File: src/shared/adcsc_pkg.sv
// shared constants of the converter sequencer control block
package adcsc_pkg;
	// register byte offsets on the apb bus
	localparam logic [7:0] ADDR_CONTROL = 8'h00;
	localparam logic [7:0] ADDR_RESULT_BYTE = 8'h04;
	localparam logic [7:0] ADDR_RESULT_LOW = 8'h08;
	localparam logic [7:0] ADDR_RESULT_HIGH = 8'h0C;
	localparam logic [7:0] ADDR_CLOCK_SRC = 8'h10;
	localparam logic [7:0] ADDR_IRQ_ENABLE = 8'h14;
	localparam logic [7:0] ADDR_IRQ_STATUS = 8'h18;
	// control register fields
	localparam int CTL_CHAN_LSB = 0;
	localparam int CTL_PIN_LSB = 3;
	localparam int CTL_EOC_BIT = 6;
	localparam int CTL_START_BIT = 7;
	// other register fields
	localparam int DIV_SEL_LSB = 0;
	localparam int IRQ_EN_BIT = 0;
	localparam int IRQ_MASTER_BIT = 1;
	localparam int IRQ_FLAG_BIT = 0;
	// reset values
	localparam logic [2:0] RST_CHAN = 3'h0;
	localparam logic [2:0] RST_PIN_CFG = 3'h0;
	localparam logic [1:0] RST_DIV_SEL = 2'h0;
	localparam logic RST_EOC = 1'b0;
	// converter clock divide selects and ratios
	localparam logic [1:0] DIV_SEL_2 = 2'h0;
	localparam logic [1:0] DIV_SEL_8 = 2'h1;
	localparam logic [1:0] DIV_SEL_32 = 2'h2;
	localparam int DIV_RATIO_2 = 2;
	localparam int DIV_RATIO_8 = 8;
	localparam int DIV_RATIO_32 = 32;
	// conversion length in converter clock periods
	localparam int CONV_PERIODS_8BIT = 64;
	localparam int CONV_PERIODS_9BIT = 76;
	// pin config at or above this puts all four pins to analog
	localparam logic [2:0] PIN_CFG_ALL = 3'h4;
endpackage

File: src/verilog/adcsc_ctrl.sv
// sequencer control for a four channel successive conversion unit
//
// Behaviour
// - four channels, one converter, 8 or 9 bits
// - 8-bit variant: result bit n at bit n
// - 9-bit: high byte bits 8..1, low bit0 msb
// - one 8-bit control register holds start, end flag, pin config and channel
// - channel select routes exactly one input
// - pin config 100 or above: all pins analog
// - pin config zero: digital pins, converter off
// - start high then low launches conversion
// - start held high: reset, end flag one
// - start bit gates all conversion activity
// - end flag cleared when conversion finishes
// - completion sets request flag, raises interrupt
// - result readable after completion
// - converter clock divides by 2, 8, 32
// - conversion takes 64 or 76 periods
// - analog pins override direction, drop pull-high
//
// Added by the designer: the register offsets and register access over APB.
`timescale 1ns/100ps
module adcsc_ctrl #(
	parameter bit NINE_BIT = 1'b1
) (
	// apb slave
	input wire logic pclk,
	input wire logic presetn,
	input wire logic psel,
	input wire logic penable,
	input wire logic pwrite,
	input wire logic [7:0] paddr,
	input wire logic [31:0] pwdata,
	output logic [31:0] prdata,
	output logic pready,
	output logic pslverr,
	// converter core
	input wire logic [8:0] core_result,
	output logic [3:0] core_channel_sel,
	output logic core_power,
	output logic core_reset,
	output logic core_clk_tick,
	output logic conv_busy,
	// port b pins
	output logic [3:0] pin_analog_en,
	// interrupt
	output logic conv_irq_req
);
	typedef enum logic [2:0] {
		ST_IDLE = 3'b001,
		ST_HELD = 3'b010,
		ST_CONV = 3'b100
	} adcsc_state_t;

	typedef struct packed {
		logic start;
		logic conversion_pending_flag;
		logic [2:0] pin_cfg;
		logic [2:0] chan;
		logic [1:0] div_sel;
		logic irq_en;
		logic master_en;
		logic irq_flag;
		logic [8:0] result;
		adcsc_state_t state;
		logic [6:0] count;
		logic [31:0] prdata;
	} adcsc_regs_t;

	localparam logic [6:0] CONV_LAST = NINE_BIT ?
		7'(adcsc_pkg::CONV_PERIODS_9BIT - 1) : 7'(adcsc_pkg::CONV_PERIODS_8BIT - 1);

	adcsc_regs_t r;
	adcsc_regs_t next_r;
	logic tick;
	logic wr;
	logic rd_setup;
	logic hit;
	logic done;
	logic [7:0] ctl_byte;
	logic [31:0] rdata;

	// divider restarts with every conversion so the first period is whole
	adcsc_clkdiv u_div (
		.pclk(pclk),
		.presetn(presetn),
		.clr(r.state != ST_CONV),
		.div_sel(r.div_sel),
		.tick(tick)
	);

	assign wr = psel && penable && pwrite;
	assign rd_setup = psel && !penable;
	assign done = (r.state == ST_CONV) && tick && (r.count == CONV_LAST);

	assign ctl_byte = {r.start, r.conversion_pending_flag, r.pin_cfg, r.chan};

	// address decode and read mux; result registers depend on the variant
	always_comb begin
		hit = 1'b1;
		rdata = 32'h0000_0000;
		case (paddr)
			adcsc_pkg::ADDR_CONTROL: rdata[7:0] = ctl_byte;
			adcsc_pkg::ADDR_RESULT_BYTE: begin
				hit = !NINE_BIT;
				rdata[7:0] = r.result[7:0];
			end
			adcsc_pkg::ADDR_RESULT_LOW: begin
				hit = NINE_BIT;
				rdata[7:0] = {r.result[0], 7'h00};
			end
			adcsc_pkg::ADDR_RESULT_HIGH: begin
				hit = NINE_BIT;
				rdata[7:0] = r.result[8:1];
			end
			adcsc_pkg::ADDR_CLOCK_SRC: rdata[1:0] = r.div_sel;
			adcsc_pkg::ADDR_IRQ_ENABLE: rdata[1:0] = {r.master_en, r.irq_en};
			adcsc_pkg::ADDR_IRQ_STATUS: rdata[0] = r.irq_flag;
			default: hit = 1'b0;
		endcase
		if (!hit) begin
			rdata = 32'h0000_0000;
		end
	end

	always_comb begin
		next_r = r;
		if (rd_setup) begin
			next_r.prdata = rdata;
		end
		if (wr && hit) begin
			case (paddr)
				adcsc_pkg::ADDR_CONTROL: begin
					// the end flag is read-only, the write ignores it
					next_r.chan = pwdata[adcsc_pkg::CTL_CHAN_LSB +: 3];
					next_r.pin_cfg = pwdata[adcsc_pkg::CTL_PIN_LSB +: 3];
					next_r.start = pwdata[adcsc_pkg::CTL_START_BIT];
				end
				adcsc_pkg::ADDR_CLOCK_SRC: begin
					next_r.div_sel = pwdata[adcsc_pkg::DIV_SEL_LSB +: 2];
				end
				adcsc_pkg::ADDR_IRQ_ENABLE: begin
					next_r.irq_en = pwdata[adcsc_pkg::IRQ_EN_BIT];
					next_r.master_en = pwdata[adcsc_pkg::IRQ_MASTER_BIT];
				end
				adcsc_pkg::ADDR_IRQ_STATUS: begin
					if (pwdata[adcsc_pkg::IRQ_FLAG_BIT]) begin
						next_r.irq_flag = 1'b0;
					end
				end
				default: begin
				end
			endcase
		end
		case (r.state)
			ST_IDLE: begin
				if (next_r.start) begin
					next_r.state = ST_HELD;
					next_r.conversion_pending_flag = 1'b1;
				end
			end
			ST_HELD: begin
				next_r.conversion_pending_flag = 1'b1;
				next_r.count = 7'h00;
				if (!next_r.start) begin
					// the falling edge of start is the launch event
					if (next_r.pin_cfg != 3'h0) begin
						next_r.state = ST_CONV;
					end else begin
						next_r.state = ST_IDLE;
					end
				end
			end
			ST_CONV: begin
				if (next_r.start) begin
					next_r.state = ST_HELD;
					next_r.conversion_pending_flag = 1'b1;
				end else if (next_r.pin_cfg == 3'h0) begin
					// powering down aborts; end flag stays high, result kept
					next_r.state = ST_IDLE;
				end else if (done) begin
					next_r.state = ST_IDLE;
					next_r.conversion_pending_flag = 1'b0;
					next_r.result = NINE_BIT ? core_result : {1'b0, core_result[7:0]};
					// set wins over a same-cycle software clear
					next_r.irq_flag = 1'b1;
				end else if (tick) begin
					next_r.count = r.count + 7'h01;
				end
			end
			default: begin
				next_r.state = ST_IDLE;
			end
		endcase
	end

	always_ff @(posedge pclk or negedge presetn) begin
		if (!presetn) begin
			r.start <= 1'b0;
			r.conversion_pending_flag <= adcsc_pkg::RST_EOC;
			r.pin_cfg <= adcsc_pkg::RST_PIN_CFG;
			r.chan <= adcsc_pkg::RST_CHAN;
			r.div_sel <= adcsc_pkg::RST_DIV_SEL;
			r.irq_en <= 1'b0;
			r.master_en <= 1'b0;
			r.irq_flag <= 1'b0;
			r.result <= 9'h000;
			r.state <= ST_IDLE;
			r.count <= 7'h00;
			r.prdata <= 32'h0000_0000;
		end else begin
			r <= next_r;
		end
	end

	// the slave never stretches a transfer
	assign pready = 1'b1;
	assign pslverr = psel && penable && !hit;
	assign prdata = r.prdata;

	// the select msb is ignored, so a stray one still routes a single input
	always_comb begin
		core_channel_sel = 4'h0;
		core_channel_sel[r.chan[1:0]] = 1'b1;
	end

	// pin enables also tell the port to drop direction and pull-high
	always_comb begin
		case (r.pin_cfg)
			3'h0: pin_analog_en = 4'h0;
			3'h1: pin_analog_en = 4'h1;
			3'h2: pin_analog_en = 4'h3;
			3'h3: pin_analog_en = 4'h7;
			default: pin_analog_en = 4'hF;
		endcase
	end

	assign core_power = (r.pin_cfg != 3'h0);
	assign core_reset = r.start;
	assign conv_busy = (r.state == ST_CONV);
	assign core_clk_tick = tick && (r.state == ST_CONV);
	assign conv_irq_req = r.irq_flag && r.irq_en && r.master_en;
endmodule // adcsc_ctrl

File: src/verilog/adcsc_clkdiv.sv
// converter clock divider producing one tick per converter clock period
`timescale 1ns/100ps
module adcsc_clkdiv (
	// clock and reset
	input wire logic pclk,
	input wire logic presetn,
	// control
	input wire logic clr,
	input wire logic [1:0] div_sel,
	// output
	output logic tick
);
	logic [4:0] cnt;
	logic [4:0] next_cnt;
	logic [4:0] lim;

	always_comb begin
		case (div_sel)
			adcsc_pkg::DIV_SEL_2: lim = 5'(adcsc_pkg::DIV_RATIO_2 - 1);
			adcsc_pkg::DIV_SEL_8: lim = 5'(adcsc_pkg::DIV_RATIO_8 - 1);
			// the undefined select runs at the slowest, safest rate
			default: lim = 5'(adcsc_pkg::DIV_RATIO_32 - 1);
		endcase
		tick = (cnt >= lim) && !clr;
		if (clr || tick) begin
			next_cnt = 5'h00;
		end else begin
			next_cnt = cnt + 5'h01;
		end
	end

	always_ff @(posedge pclk or negedge presetn) begin
		if (!presetn) begin
			cnt <= 5'h00;
		end else begin
			cnt <= next_cnt;
		end
	end
endmodule // adcsc_clkdiv

File: config.mk
export PLATFORM = sky130hd
export DESIGN_NAME = adcsc_ctrl
export DESIGN_NICKNAME = d
export VERILOG_FILES = /design/src/shared/adcsc_pkg.sv /design/src/verilog/adcsc_ctrl.sv /design/src/verilog/adcsc_clkdiv.sv
export SDC_FILE = /design/constraint.sdc
export NUM_CORES = 1
export LEC_CHECK = 0
export BUFFER_PORTS_ARGS = -buffer_cell sky130_fd_sc_hd__buf_2
export CORE_MARGIN = 2
export CORE_UTILIZATION = 48
export CTS_CLUSTER_DIAMETER = 60
export CTS_CLUSTER_SIZE = 12
export DETAILED_ROUTE_END_ITERATION = 12
export PLACE_DENSITY = 0.78
export SLEW_MARGIN = 20
export SYNTH_ARGS = -nofsm -noshare
export SYNTH_HDL_FRONTEND = slang
export SYNTH_SLANG_ARGS = --single-unit
File: constraint.sdc
create_clock -name pclk -period 3.7 [get_ports pclk]
set_clock_uncertainty 0.2 [all_clocks]
set_input_delay 0 -clock pclk [delete_from_list [all_inputs] [get_ports pclk]]
set_output_delay 0 -clock pclk [all_outputs]
set_load 0.02 [all_outputs]
==> impl_metrics.toml, run 1 <==
[finish]
final_common_cell = "buf_2"
drive_gt1_share_pct = 28.7
final_cell_mix = "buf_2 (49), dfrtp_1 (44), conb_1 (25), dlygate4sd3_1 (21)"
stdcell_area_um2 = 3210
utilization_pct = 57.9
layout.nets = 383
area_growth_pct = 16.4
n_antenna_cell = 0

[timing]
tns_ps = 0
setup_viol = 0
fin_ws_ps = 929
rsz0062_at_grt = "false"
slew_viol_final = 0
worst_slew_pin_slew_ps = 898
timing.fmax_ghz = 0.361
hold_viol_final = 0
fin_crit_sh_pct = 74.9
period_needed_ps = 2770
hold_slack_ps = 47.6
max_slew_margin_pct = 39.9

[pwr]
vdd_drop_max_uv = 212
powerDensity_nw_per_um2 = 310
leakagePower_nw = 1.64

[clock_network]
clock_path_buffers = 2
cts_tree = "yes"
post_cts_buffers = 0
clk_latency_ps = 290
cts_buffers = 5
clk_pin_slew_ps = 90
cts_root_buffer = "clkbuf_8"
htreeDepth = 2
cts_sinks = 45

[critical_path]
endpoint_kind = "flop"
criticalPathCategory = "in2reg"
worstReg2RegStart = "r[55]$_DFFE_PN0P_"
cp_slowest_cell = "dlygate4sd3_1"
worstSetupStartpoint = "paddr[3]"
critPathBufInv = 2
crit_family = "simple AND/OR/NAND/NOR gates"
max_stage_delay_ps = 530
crit_fanout = 22
cp-start-kind = "input pin"
crit_chain = "dlygate4sd3_1, buf_2, nor2_1, nand4_2, mux2i_4, or3b_1, o31ai_1"
required_ps = 3690
cp_data_arrival_time_ps = 2760

[global_routing]
antenna_found_initial = 0
grt_overflow = 0
first_global_vias = 2104
grt_max_degree = 46
grt_pass1_wl_um = 9350
track_usage_pct = 18.6

[die]
die_w_um = 79.8
die-area_um2 = 6360
core.rowCount = 27
core_um2 = 5540
ioPinCount = 101
fp.dieH_um = 79.8
initial_utilization_pct = 49.7

[routing]
wl_per_cell_um = 14.2
post-route-drc-count = 0
dr.pass1.iters = 4
ant_nets = 0
vias = 2122
finalWirelength_um = 5610
vias_per_cell = 5.36
first_iter_violations = 146

[synth]
synth-seq-cells = 45
synth.avg_cell_area_um2 = 10.3
ys_seq_area_share_pct = 40.9
synth_edf_count = 0
ys.flop_type = "dfrtp_1"
synth_cell_type_count = 55
netlist_area_um2 = 2760
ys_warn_count = 0
async_flop_share_pct = 100
syn-instance-count = 267

[placement]
dpl_cell_area_um2 = 2870
portBuffers = 50
post-place-ws_ps = 972
place.gp.congestion = 0.848
hpwl_um = 3910

[outcome]
outcome = "completed"

[job]
cap_violations = 0

[hold_path]
hp-class = "in2async"
-- stage by stage --
stage / instances / power [mW]
global placement: 367 / 0.597
floorplan: 290 / 0.584
finish: 396 / 0.994
CTS: 396 / 1.00
global route: 396 / 1.04
detailed placement: 367 / 0.598
-- logic make-up after synthesis --
| logic type | synth area share [%] |
|---|---|
| compound gates | 11.5 |
| xor+xnor | 1.59 |
| fa+ha+maj | 2.72 |
| buf+inv | 12.0 |
| flops | 40.9 |
| mux | 14.5 |
| other cells | 0.273 |
| simple gates | 16.4 |
-- path summary, 6_finish.rpt --
kind / end / slack, ps / depth (start not counted)
worst max-delay path: r[38]$_DFFE_PN0P_ / 930 / 7
worst max register to register: r[42]$_DFFE_PN0P_ / 1000 / 7
worst min-delay path: r[33]$_DFFE_PN0P_ / 50 / 2
min in group pclk: prdata[1]$_DFFE_PN0P_ / 50 / 4
worst min register to register: prdata[5]$_DFFE_PN0P_ / 280 / 2
max in group asynchronous: r[37]$_DFFE_PN0P_ / 2870 / 2
-- final cells by class --
type | count | area, um2
inverters | 6 | 23.8
repair buffers | 71 | 463
multi-input cells | 194 | 1380
fillers | 502 | 2330
flip-flops and latches | 45 | 1130
well taps | 72 | 90.1
clock inverters | 2 | 37.5
clock buffers | 6 | 82.6
-- synth_stat cells (3+ instances only) --
library cell | n | area, um2
inv_1 | 5 | 18.8
nand2_1 | 12 | 45.0
mux2_2 | 19 | 214
o21ai_0 | 11 | 55.1
a211oi_1 | 3 | 22.5
buf_4 | 33 | 248
nor2b_1 | 4 | 25.0
clkbuf_1 | 3 | 11.3
or3_1 | 4 | 25.0
xnor2_1 | 3 | 26.3
o311ai_0 | 3 | 26.3
mux2i_1 | 14 | 140
nor2_1 | 19 | 71.3
a31oi_1 | 7 | 43.8
and3_1 | 5 | 31.3
buf_2 | 6 | 30.0
nand3_1 | 9 | 45.0
dfrtp_1 | 44 | 1100
ha_1 | 6 | 75.1
nand2b_1 | 5 | 31.3
o31ai_1 | 6 | 45.0
o211ai_1 | 3 | 22.5
-- routing by layer --
layer / wire (um) / track usage (%) / up-vias
met3: 326 / 3.17 / 13
li1: - / - / 1005
met5: 0 / 0 / -
met2: 2800 / 31.6 / 72
met1: 2360 / 24.1 / 1032
met4: 115 / 6.27 / 0
-- state kept, by name, summed over array words and instances, names as in the netlist --
name	cells
r	24
prdata	8
ctl_byte	7
u_div.cnt	5
core_reset	1
-- power by group --
group	internal, mW	switching [mW]
registers	0.494	0.00297
clock network	0.220	0.169
logic	0.0397	0.0688
-- repair_timing --
action | 4_1_cts | 5_1_grt
hold buffers | 21 | 0
endpoints found under the hold margin | 72 | 0
gates resized for setup | 0 | 0
(Power assumes the default switching activity.)
==> run 2, diff against run 1 <==
==> constraint.sdc (replaced) <==
create_clock -name pclk -period 2.55 [get_ports pclk]
set_clock_uncertainty 0.2 [all_clocks]
set_input_delay 0 -clock pclk [delete_from_list [all_inputs] [get_ports pclk]]
set_output_delay 0 -clock pclk [all_outputs]
set_load 0.02 [all_outputs]
==> run 2 against run 1 <==
Sequential cell count unchanged. Clock power increased by 12%. Critical path depth increased by 1. Count of clock-buffer cells in the layout unchanged. Sequential power increased by 45%. Via count decreased by 0.38%. Wire length increased by 0.68%. Combinational power increased by 46%. Sequential share of layout area decreased by 0.45 points. Die area unchanged. Critical endpoint is now core_clk_tick. Largest power group unchanged.
==> impl_metrics.toml, run 2 (synthesized netlist as in run 1, its figures left out) <==
[critical_path]
crit_chain = "nor2_2, ha_1, a211oi_2, o21ai_0, o211ai_1, buf_4, inv_1, buf_2"
critPathBufInv = 3
crit_fanout = 8
criticalPathCategory = "reg2out"
required_ps = 2350
endpoint_kind = "output pin"
cp_slowest_cell = "dfrtp_1"
reg2reg_slack_ps = 150
cp-start-kind = "flop"
max_stage_delay_ps = 430
cp_data_arrival_time_ps = 2210
crit_family = "compound AO/OA/AOI/OAI gates"

[global_routing]
grt_max_degree = 46
first_global_vias = 2032
grt_overflow = 0
grt_pass1_wl_um = 9450
track_usage_pct = 19.0
antenna_found_initial = 0

[routing]
finalWirelength_um = 5650
dr.pass1.iters = 4
first_iter_violations = 72
vias_per_cell = 5.26
post-route-drc-count = 0
wl_per_cell_um = 14.0
ant_nets = 0
vias = 2114

[timing]
fin_ws_ps = 135
period_needed_ps = 2410
worst_slew_pin_slew_ps = 590
hold_viol_final = 0
slew_viol_final = 0
setup_viol = 0
fin_crit_sh_pct = 94.7
max_slew_margin_pct = 60.7
timing.fmax_ghz = 0.414

[finish]
largest_register_ffs = 24
final_common_cell = "buf_2"
top_register = "r"
layout.nets = 389
final_cell_mix = "buf_2 (49), dfrtp_1 (44), conb_1 (25), dlygate4sd3_1 (21), mux2_2 (19)"
fin_cells = 402
area_growth_pct = 17.9
drive_gt1_share_pct = 31.2
n_antenna_cell = 0

[clock_network]
clk_latency_ps = 300
cts_tree = "yes"
htreeDepth = 2
cts_buffers = 5
clock_path_buffers = 2
cts_sinks = 45
clk_pin_slew_ps = 90
cts_root_buffer = "clkbuf_8"

[placement]
portBuffers = 50
place.gp.congestion = 0.853
dpl.cell_count = 372
hpwl_um = 3930
post-place-ws_ps = 85.2

[die]
core_um2 = 5540
die_w_um = 79.8
fp.dieH_um = 79.8
ioPinCount = 101
die-area_um2 = 6360
core.rowCount = 27
initial_utilization_pct = 49.7

[job]
cap_violations = 0

[outcome]
outcome = "completed"

[pwr]
finalPower_mw = 1.31
leakagePower_nw = 1.66
powerDensity_nw_per_um2 = 404
vdd_drop_max_uv = 198

[hold_path]
hp-class = "in2reg"
## run 2: cell count changes in the layout (fill, tap and decap cells not counted), moves of 2 or more
cell | before | now
a211oi_1 | 3 | 1
a211oi_2 | 0 | 2
buf_4 | 1 | 6
clkinv_2 | 1 | 3
## run 2: metrics by stage
step                      instance area (um2)  hold slack (ps)  setup TNS (ps)  utilization, %
after detailed placement                 2920             35.3               0            52.8
after floorplan                          2840             -496               0               -
after CTS                                3220             8.32               0            58.1
after global placement                   2920             20.4               0            52.8
final                                    3250             21.7               0            58.6
after global routing                     3250             52.0           -97.8            58.6
## run 2: metal layers
metal,global-route usage [%],part of all wire (%),up-vias
met5,0,0,-
met4,7.80,1.6,0
met3,2.71,5.3,8
met2,31.0,49,69
met1,25.4,44,1015
li1,-,-,1022
## run 2: worst register-to-register path: stages, from the launching register on
cell and delay, ps:
dfrtp_1 430, nor2_2 150, ha_1 250, a211oi_2 270, o21ai_0 130, o211ai_1 240, buf_4 250, o21ai_0 160
a211oi_2 240
## run 2: timing repair
action | 4_1_cts | 5_1_grt
setup buffers | 0 | 1
resized for setup | 0 | 5
endpoints found under the setup margin | 0 | 6
hold endpoints to repair | 72 | 0
hold buffers | 21 | 0
## run 2: layout make-up
cell class                 instances  area (um2)
clock inverter                     2        10.0
timing repair buffer              77         520
clock buffer                       6        72.6
inverter                           6        23.8
fill                             484        2290
tap                               72        90.1
sequential                        45        1130
multi-input combinational        194        1400
## run 2: path summary, 6_finish.rpt
check | cells past startpoint | from | to
max | 8 | r[55]$_DFFE_PN0P_ | core_clk_tick
min reg2reg | 2 | prdata[4]$_DFFE_PN0P_ | prdata[4]$_DFFE_PN0P_
max in group asynchronous | 2 | presetn | r[44]$_DFFE_PN0P_
min | 4 | psel | prdata[3]$_DFFE_PN0P_
min in group asynchronous | 2 | presetn | u_div.cnt[3]$_DFF_PN0_
max reg2reg | 8 | r[55]$_DFFE_PN0P_ | r[41]$_DFFE_PN0P_
## run 2: report_power, final
group          switching, mW  total [mW]  internal [mW]
registers            0.00434       0.721          0.717
clock network          0.243       0.434          0.190
logic                  0.100       0.159         0.0587
